===== config.mk =====
export PLATFORM = sky130hd
export DESIGN_NAME = bie_entry
export DESIGN_NICKNAME = d
export VERILOG_FILES = /design/src/hw/bie_pkg.sv /design/src/hw/bie_entry.sv
export VERILOG_INCLUDE_DIRS = /design/src /design/src/hw
export SDC_FILE = /design/constraint.sdc
export NUM_CORES = 1
export LEC_CHECK = 0
export BUFFER_PORTS_ARGS = -buffer_cell sky130_fd_sc_hd__buf_2
export CAP_MARGIN = 5
export CORE_AREA = 3 3 101 103
export DETAILED_ROUTE_END_ITERATION = 8
export DIE_AREA = 0 0 104 106
export PLACE_DENSITY = 0.75
export RECOVER_POWER = 100
export SLEW_MARGIN = 20
export SYNTH_ARGS = -nofsm -noshare
export SYNTH_HDL_FRONTEND = slang
export SYNTH_SLANG_ARGS = --single-unit

===== constraint.sdc =====
create_clock -name core_clk -period 2.1 [get_ports core_clk]
set_input_delay 0.21 -clock core_clk [delete_from_list [all_inputs] [get_ports core_clk]]
set_output_delay 0.21 -clock core_clk [all_outputs]
set_load 0.05 [all_outputs]

===== src/hw/bie_consts.svh =====
// Purpose: offsets, field positions, reset values and vector offsets of the entry unit
// Assumes: included by the design module and by the bench
// Notes: register offsets are byte addresses on the register bus
`ifndef BIE_CONSTS_SVH
`define BIE_CONSTS_SVH

// ==========================================================
// register map
`define BIE_OFS_STATUS_WORD 4'h0
`define BIE_OFS_PENDING 4'h4

// ==========================================================
// status word fields
`define BIE_BIT_IE 0
`define BIE_BIT_BIP 1
`define BIE_BIT_EIP 2
`define BIE_BIT_EE 3
`define BIE_BIT_UM 4
`define BIE_BIT_UMS 5
`define BIE_BIT_VM 6
`define BIE_BIT_VMS 7
`define BIE_MSW_RESET 8'h00

// pending register fields
`define BIE_BIT_PEND_IRQ 0
`define BIE_BIT_PEND_NMB 1

// ==========================================================
// vector offsets, link registers and acknowledge codes
`define BIE_VEC_USER 32'h0000_0008
`define BIE_VEC_IRQ 32'h0000_0010
`define BIE_VEC_BRK 32'h0000_0018
`define BIE_BRKI_DEBUG 32'h0000_0018
`define BIE_LINK_BRK 5'h10
`define BIE_LINK_IRQ 5'h0E
`define BIE_ACK_IDLE 2'h0
`define BIE_ACK_JUMP 2'h1
`define BIE_ACK_RETURN 2'h2
`define BIE_ACK_ENABLE 2'h3

`endif


===== src/hw/bie_pkg.sv =====
// Purpose: types shared by the break and interrupt entry unit
// Assumes: nothing
// Notes: numeric values live in bie_consts.svh
package bie_pkg;
	// ==========================================================
	// redirect and link write that the pipeline applies
	typedef struct packed {
		logic valid;      // replace decode instruction with a jump
		logic [31:0] pc;  // jump target
		logic link_we;    // write return address to a register
		logic [4:0] link_idx;
		logic [31:0] link_data;
	} bie_redirect_s;

	// machine status word flags
	typedef struct packed {
		logic saved_virtual_mode_flag;
		logic vm;
		logic saved_user_mode_flag;
		logic um;
		logic ee;
		logic exception_active_flag;
		logic break_active_flag;
		logic ie;
	} bie_msw_s;
endpackage


===== src/hw/bie_entry.sv =====
// Purpose: break, interrupt and user-vector entry of the processor core
// Assumes: break and interrupt sources run on core_clk; pipeline events are one-cycle pulses
// Notes: status word is also reached over an Avalon-MM slave with waitrequest
// Contract
// - taken break jumps to base plus 0x18
// - break return address goes to register 16
// - taken break sets break_active_flag
// - entries save and clear mode flags, reservation
// - external break only when no break/exception active
// - nonmaskable break always taken immediately; held until decode_valid while decode stalls
// - return_from_break_instr clears break_active_flag
// - debug brki to 0x18 signals software breakpoint
// - interrupt only while interrupt_enable_flag set
// - interrupt jumps to base plus 0x10 or vector
// - interrupt links register 14, clears enable
// - return_from_irq_instr sets interrupt_enable_flag
// - interrupt ignored during break or exception
// - parameter selects level or edge interrupt
// - rising edge latched; low cycle needed between
// - edge latched while disabled, served on enable
// - low-latency acknowledge codes 01, 10, 11
// - acknowledge code lasts one cycle, then 00
// - branch-link to 0x8 enters user vector
// - exception flag; return restores enable, clears flag
// - all three returns restore mode flags
//
// Decided for this implementation: the address map and the Avalon-MM register port.
`timescale 1ns/1ps
`include "bie_consts.svh"

module bie_entry
	import bie_pkg::*;
#(
	parameter logic [31:0] vector_base_param = 32'h0000_0000,
	parameter bit irq_edge_select_param = 1'b0,  // 0 level, 1 rising edge
	parameter bit low_latency_param = 1'b0,      // vector from controller, acknowledge codes
	parameter bit debug_enable_param = 1'b1
) (
	input wire logic core_clk,
	input wire logic rst_b,
	// break and interrupt sources
	input wire logic external_break_request,
	input wire logic nonmaskable_break_request,
	input wire logic irq_request,
	input wire logic [31:0] irq_vector_input,
	output logic [1:0] irq_handshake_code,
	// pipeline side
	input wire logic decode_valid,
	input wire logic [31:0] decode_pc,
	input wire logic user_vector_req,
	input wire logic [4:0] user_vector_link,
	input wire logic brki_exec,
	input wire logic [31:0] brki_target,
	input wire logic return_from_break_instr,
	input wire logic return_from_irq_instr,
	input wire logic return_from_exception_instr,
	input wire logic exception_entry,
	output bie_redirect_s redirect,
	output logic reservation_clear,
	output logic sw_breakpoint,
	output bie_msw_s machine_status_word,
	// register bus
	input wire logic [3:0] avs_address,
	input wire logic avs_read,
	input wire logic avs_write,
	input wire logic [31:0] avs_writedata,
	output logic [31:0] avs_readdata,
	output logic avs_waitrequest
);

	// ==========================================================
	// state
	bie_msw_s msw_q, msw_d;         // live status word
	logic nmb_pend_q, nmb_pend_d;   // nonmaskable request not yet taken
	logic irq_prev_q, irq_prev_d;   // last sample of the interrupt input
	logic edge_pend_q, edge_pend_d; // latched rising edge
	bie_redirect_s redir_q, redir_d;
	logic resv_q, resv_d;
	logic swbk_q, swbk_d;
	logic [1:0] ack_q, ack_d;
	logic bus_ack_q, bus_ack_d;     // second cycle of a bus access
	logic [31:0] rdata_q, rdata_d;

	// decisions of this cycle
	logic nmb_now;
	logic brk_take;
	logic irq_pending;
	logic irq_take;
	logic uvec_take;
	logic entry;
	logic bus_wr;

	// ==========================================================
	// arbitration
	// a nonmaskable pulse that meets a busy decode stage is kept until it can be taken
	always_comb begin
		nmb_now = nonmaskable_break_request | nmb_pend_q;
		// external break needs a quiet machine; nonmaskable ignores the flags
		brk_take = decode_valid & (nmb_now |
			(external_break_request & ~msw_q.break_active_flag & ~msw_q.exception_active_flag));
		// edge mode serves the latch, level mode reads the input directly
		irq_pending = irq_edge_select_param ? edge_pend_q : irq_request;
		// break first: its flag then blocks the interrupt, which stays pending
		irq_take = decode_valid & irq_pending & msw_q.ie & ~msw_q.break_active_flag & ~msw_q.exception_active_flag
			& ~brk_take;
		// user vector is the lowest of the three entries
		uvec_take = decode_valid & user_vector_req & ~brk_take & ~irq_take;
		entry = brk_take | irq_take | uvec_take;
	end

	// ==========================================================
	// pending latches
	always_comb begin
		// a pulse taken in its own cycle is spent; one meeting a stalled decode stage
		// waits here, so a single request never produces two entries
		nmb_pend_d = nmb_now & ~brk_take;
		irq_prev_d = irq_request;
		// the input must be seen low before a new edge counts
		edge_pend_d = (irq_request & ~irq_prev_q) | (edge_pend_q & ~irq_take);
	end

	// latches clear on reset so no stale request fires after release
	always_ff @(posedge core_clk or negedge rst_b) begin
		if (!rst_b) begin
			nmb_pend_q <= 1'b0;
			irq_prev_q <= 1'b0;
			edge_pend_q <= 1'b0;
		end else begin
			nmb_pend_q <= nmb_pend_d;
			irq_prev_q <= irq_prev_d;
			edge_pend_q <= edge_pend_d;
		end
	end

	// ==========================================================
	// status word: bus write, then returns, then entries, last wins
	always_comb begin
		msw_d = msw_q;
		// software may rewrite every flag; hardware events below override it
		if (bus_wr && avs_address == `BIE_OFS_STATUS_WORD) begin
			msw_d = bie_msw_s'(avs_writedata[7:0]);
		end
		// any return puts the saved modes back
		if (return_from_break_instr || return_from_irq_instr ||
			return_from_exception_instr) begin
			msw_d.um = msw_q.saved_user_mode_flag;
			msw_d.vm = msw_q.saved_virtual_mode_flag;
		end
		if (return_from_break_instr) begin
			msw_d.break_active_flag = 1'b0;
		end
		if (return_from_irq_instr) begin
			msw_d.ie = 1'b1;
		end
		if (return_from_exception_instr) begin
			msw_d.ee = 1'b1;
			msw_d.exception_active_flag = 1'b0;
		end
		// exception entry itself is decided elsewhere; only its flags live here
		if (exception_entry) begin
			msw_d.exception_active_flag = 1'b1;
			msw_d.ee = 1'b0;
		end
		if (entry || exception_entry) begin
			msw_d.saved_user_mode_flag = msw_q.um;
			msw_d.um = 1'b0;
			msw_d.saved_virtual_mode_flag = msw_q.vm;
			msw_d.vm = 1'b0;
		end
		if (brk_take) begin
			msw_d.break_active_flag = 1'b1;
		end
		if (irq_take) begin
			msw_d.ie = 1'b0;
		end
	end

	// status word resets to all flags clear: interrupts start disabled
	always_ff @(posedge core_clk or negedge rst_b) begin
		if (!rst_b) begin
			msw_q <= bie_msw_s'(`BIE_MSW_RESET);
		end else begin
			msw_q <= msw_d;
		end
	end

	// ==========================================================
	// redirect, link write, reservation, debug and acknowledge outputs
	always_comb begin
		redir_d = '0;
		if (brk_take) begin
			redir_d.valid = 1'b1;
			redir_d.pc = vector_base_param + `BIE_VEC_BRK;
			redir_d.link_we = 1'b1;
			redir_d.link_idx = `BIE_LINK_BRK;
			redir_d.link_data = decode_pc;
		end else if (irq_take) begin
			redir_d.valid = 1'b1;
			// low-latency mode jumps straight to the controller's handler
			redir_d.pc = low_latency_param ? irq_vector_input :
				vector_base_param + `BIE_VEC_IRQ;
			redir_d.link_we = 1'b1;
			redir_d.link_idx = `BIE_LINK_IRQ;
			redir_d.link_data = decode_pc;
		end else if (uvec_take) begin
			redir_d.valid = 1'b1;
			redir_d.pc = vector_base_param + `BIE_VEC_USER;
			redir_d.link_we = 1'b1;
			redir_d.link_idx = user_vector_link;
			redir_d.link_data = decode_pc;
		end
		// one clear of the exclusive reservation per entry
		resv_d = entry;
		// debug breakpoint is tied to the fixed target, not to the vector base
		swbk_d = debug_enable_param & brki_exec & (brki_target == `BIE_BRKI_DEBUG);
		// each code is a single-cycle pulse, idle otherwise
		ack_d = `BIE_ACK_IDLE;
		if (low_latency_param) begin
			if (irq_take) begin
				ack_d = `BIE_ACK_JUMP;
			end else if (return_from_irq_instr) begin
				ack_d = `BIE_ACK_RETURN;
			end else if (!msw_q.ie && msw_d.ie) begin
				ack_d = `BIE_ACK_ENABLE;
			end
		end
	end

	// registered so the pipeline and controller see clean one-cycle pulses
	always_ff @(posedge core_clk or negedge rst_b) begin
		if (!rst_b) begin
			redir_q <= '0;
			resv_q <= 1'b0;
			swbk_q <= 1'b0;
			ack_q <= `BIE_ACK_IDLE;
		end else begin
			redir_q <= redir_d;
			resv_q <= resv_d;
			swbk_q <= swbk_d;
			ack_q <= ack_d;
		end
	end

	// ==========================================================
	// register bus slave: every access takes exactly two cycles
	always_comb begin
		bus_ack_d = (avs_read | avs_write) & ~bus_ack_q;
		bus_wr = avs_write & bus_ack_q; // takes effect at the released edge
		// read data is captured in the waiting cycle so it stands when waitrequest drops
		rdata_d = rdata_q;
		if (avs_read && !bus_ack_q) begin
			if (avs_address == `BIE_OFS_STATUS_WORD) begin
				rdata_d = {24'h00_0000, msw_q};
			end else if (avs_address == `BIE_OFS_PENDING) begin
				rdata_d = 32'h0000_0000;
				rdata_d[`BIE_BIT_PEND_IRQ] = irq_pending;
				rdata_d[`BIE_BIT_PEND_NMB] = nmb_pend_q;
			end else begin
				rdata_d = 32'h0000_0000; // unmapped reads as zero
			end
		end
	end

	// readdata keeps its last value between reads
	always_ff @(posedge core_clk or negedge rst_b) begin
		if (!rst_b) begin
			bus_ack_q <= 1'b0;
			rdata_q <= 32'h0000_0000;
		end else begin
			bus_ack_q <= bus_ack_d;
			rdata_q <= rdata_d;
		end
	end

	// ==========================================================
	// outputs
	// every output comes straight from a flip-flop except waitrequest
	assign avs_waitrequest = (avs_read | avs_write) & ~bus_ack_q;
	assign avs_readdata = rdata_q;
	assign redirect = redir_q;
	assign reservation_clear = resv_q;
	assign sw_breakpoint = swbk_q;
	assign irq_handshake_code = ack_q;
	assign machine_status_word = msw_q;
endmodule


* Word level (Yosys, flattened, before mapping)
Cells that the tools add are included.
W data, S select, Z words.
** Operators by class
- Eq/ne operators :: 2
- Multiplexer cells :: 15
- Bitwise operators :: 25
- Reduce and logical (&&, ||, !) cells :: 12
** Operators with widths (number)
- $mux W71 :: 3
- $eq A32 B5 Y1 const B :: 1
- $mux W8 :: 2
- $and A1 B1 Y1 :: 15
- $reduce_bool A3 Y1 :: 4
- $mux W1 :: 6
- $mux W2 :: 3
- $not A1 Y1 :: 5
- $or A1 B1 Y1 :: 5
- $eq A4 B3 Y1 const B :: 1
- $logic_not A4 Y1 :: 1
- $mux W4 :: 1
- $logic_or A1 B1 Y1 :: 3
- $logic_and A1 B1 Y1 :: 2
- $reduce_bool A2 Y1 :: 1
- $logic_not A1 Y1 :: 1
** Word-level totals
- Bits in registers :: 115
- Bits of input ports :: 151
- Output and inout port bits :: 116
- Word-level logic and storage cells :: 72

* Depth between registers and ports, before layout
- Word-level depth :: 12
- Depth in mapped cells :: 5
- Depth with buffers taken out :: 4

* Least setup slack after synthesis
OpenSTA, ideal clock, no wires.
- Path type :: reg2reg
- Start :: register msw_q (netlist bit machine_status_word[1])
- End :: register redir_q (netlist bit redirect[0])
- Library setup time :: 119 ps
- Data arrival time :: 1728 ps
- Required time :: 1981 ps
- Setup slack :: 253 ps
- Stages on the path, launching flop included :: 6
- Path buffers :: 1
- Clock period less this slack :: 1847 ps
- Cells stage by stage :: dfrtp_1 -> nor2_1 -> a31oi_1 -> nand3_1 -> clkbuf_1 -> and2_1
** RTL lines
- start: declaration :: line bie_entry.sv:73 : bie_msw_s msw_q, msw_d;
- start signal: assignment :: line bie_entry.sv:181 : msw_q <= bie_msw_s'(`BIE_MSW_RESET);
- start signal: assignment :: line bie_entry.sv:183 : msw_q <= msw_d;
- end signal: assignment :: line bie_entry.sv:237 : redir_q <= redir_d;
- end: declaration :: line bie_entry.sv:77 : bie_redirect_s redir_q, redir_d;

* Worst setup path in the final report
- Start :: input port avs_address[1]
- End :: register msw_q (netlist bit machine_status_word[6])
** Between the ends
- Longest elaborated chain between the ends :: 3
** RTL lines
- start: declaration :: line bie_entry.sv:63 : input wire logic [3:0] avs_address,
- $logic_not A4 Y1 (no line)
- $logic_and A1 B1 Y1 (no line)
- $reduce_bool A3 Y1 (no line)
No other way between the ends.
A chain may end at the register's enable or synchronous reset.

==> flow_summary.ini <==
[sta]
min_period_ns = 1.728
slew_headroom_pct = 3.299
drv_slew = 0
tightest_slew_ns = 1.451
hold_violations = 0
max_freq_ghz = 0.5786
whs_ns = 0.06821
rsz0062_at_grt = false
setup_tns_ns = 0
fin_worst_skew_ns = 0.006767
fin_crit_sh_pct = 82.30
setup_viol = 0

[synthesis]
async_reset_ff_share_pct = 100.0
synth.area.top_cells = dfrtp_1, buf_4, and2_1
synth.top_cells.by_count = dfrtp_1, buf_4, and2_1
synth_cells = 227
synth_top_flop_cell = dfrtp_1
ys_seq_elements = 60
synth_cell_types = 32
ys_warn_count = 0
post-synth-top-count-cell = dfrtp_1
synth_edf_count = 0
ys_seq_area_share_pct = 56.60
synth_area_um2 = 2653
synth_top_area_share_pct = 56.60
syn_area_per_cell_um2 = 11.69
synth_area_leader_cell = dfrtp_1

[detailed_routing]
routed_wl_mm = 6.840
drc = 0
via_per_inst = 3.977
first_pass_iters = 4
drt_first_iter_violations = 91
ant_nets = 0
wl_per_cell_um = 13.03
via_count = 2088

[finish]
utilization_pct = 37.21
drive_gt1_share_pct = 29.80
multiInputGateArea_um2 = 892.1
area_delta_synth_final_pct = 30.24
regArea_um2 = 1501
final_area_um2 = 3455
nets = 542
antenna_cells = 0
nFillCells = 1001

[pwr]
swShare_pct = 38.73
netSwitchingPower_mw = 1.136
pwr-share-clk_pct = 29.7
p_int_mw = 1.797
total_power_mw = 2.934
ir_drop_mv = 0.2554
leakage_nw = 1.754
p_per_area_nw_per_um2 = 849.2
p_comb_share_pct = 27.3
seqPwrFrac_pct = 43.1

[critical_path]
cp_max_fo = 5
critical_path_class = input port to flip-flop
end_kind = flip-flop
startpoint_type = input port
worstPathArrival_ns = 1.95
critPathRequiredTime_ns = 2.32

[placement]
dpl.hpwl_mm = 5.451
numPortBuffers = 154
gp_congestion = 0.8706
post_dp_cell_area_um2 = 3386

[die]
die_area_um2 = 11020
coreArea_um2 = 9284
die_w_um = 104
pin_count = 267
rows = 35
start_util_pct = 28.57
die-height_um = 106

[clock_tree]
clock-root-buffer = clkbuf_8
cts_resized = 0
clkTransAtPathRegs_ns = 0.06
holdBufCountCts = 0
clk_path_buf_depth = 2
cts_buffers = 9
postCtsSetupRepairBufs = 0
clock_sinks = 60
cts_tree = done
clk_latency_ns = 0.32
h-tree-depth = 3

[global_route]
grt_max_degree = 61
grt_pass1_vias = 2047
grt_usage_pct = 12.15
grt_pass1_wl_mm = 10.42
overflow = 0
antenna_found_initial = 0

[outcome]
status = finished, final reports clean

[min_path]
hold_class = input port to flip-flop

[flow_run]
cap_violations = 0
## power by group through the flow
stage | logic (mW) | clock network (mW) | registers (mW)
after CTS | 0.836 | 0.906 | 1.26
after floorplan | 0.414 | 0 | 1.55
final | 0.799 | 0.870 | 1.26
after global placement | 0.829 | 0 | 1.28
after global routing | 0.844 | 0.963 | 1.27
after detailed placement | 0.835 | 0 | 1.28
## final timing paths
| path | cells after the start | to | from | slack, ns |
|---|---|---|---|---|
| max reg2reg | 5 | machine_status_word[6] | bus_ack_q | 0.37 |
| min in group asynchronous | 2 | redirect[36] | rst_b | 0.30 |
| min reg2reg | 1 | bus_ack_q | bus_ack_q | 0.46 |
| max | 6 | machine_status_word[6] | avs_address[1] | 0.37 |
| max in group asynchronous | 2 | redirect[13] | rst_b | 0.92 |
| min | 2 | machine_status_word[3] | exception_entry | 0.07 |
## registers in the layout (all words and copies together), names as in the netlist
signal / count
redirect: 40
avs_readdata: 8
nmb_pend_q: 1
machine_status_word: 8
sw_breakpoint: 1
bus_ack_q: 1
reservation_clear: 1
## cells in the final DEF, fill, tap and decap left out, drive strengths merged, types with 4 or more instances in the layout
cell type,n
dfrtp,60
clkinv,5
buf,95
nor4,5
conb,56
clkbuf,73
mux2,4
nor3,4
nor2,8
mux2i,8
a22o,6
and2,32
nand2,6
## critical path, cell delays in order
cell,delay (ns)
buf_2,0.09
or3_4,0.41
nor3_1,0.45
clkbuf_1,0.37
mux2i_1,0.15
a211oi_1,0.27
## metal layers
| layer | track usage [%] | wire (um) | up-vias |
|---|---|---|---|
| met5 | 0 | 0 | - |
| met1 | 12.92 | 2584 | 961 |
| met4 | 4.558 | 97 | 0 |
| met3 | 5.222 | 791 | 9 |
| met2 | 21.40 | 3365 | 148 |
| li1 | - | - | 970 |
## stage by stage
stage	cells	setup slack, ns
2_1_floorplan	282	0.2534
3_3_place_gp	509	0.3760
3_5_place_dp	509	0.3642
4_1_cts	525	0.4630
5_1_grt	525	0.2087
6_report	525	0.3716
## cell type report
| class | count | area share (%) |
|---|---|---|
| repair buffers | 159 | 20.86 |
| flip-flops and latches | 60 | 43.46 |
| inverters | 3 | 0.3260 |
| clock buffers | 9 | 3.586 |
| well taps | 129 | 4.672 |
| multi-input cells | 158 | 25.82 |
| clock inverters | 7 | 1.268 |
## logic make-up (layout without fill, tap and decap cells)
kind of cell | count (synthesis) | count (layout) | share of synthesized area, %
buffers and inverters | 64 | 178 | 17.12
other | 1 | 56 | 0.1414
DFF | 60 | 60 | 56.60
muxes | 12 | 12 | 4.717
AOI/OAI and AO/OA | 20 | 20 | 5.519
and+or+nand+nor | 70 | 70 | 15.90
Power figures use the tool's default switching activity.
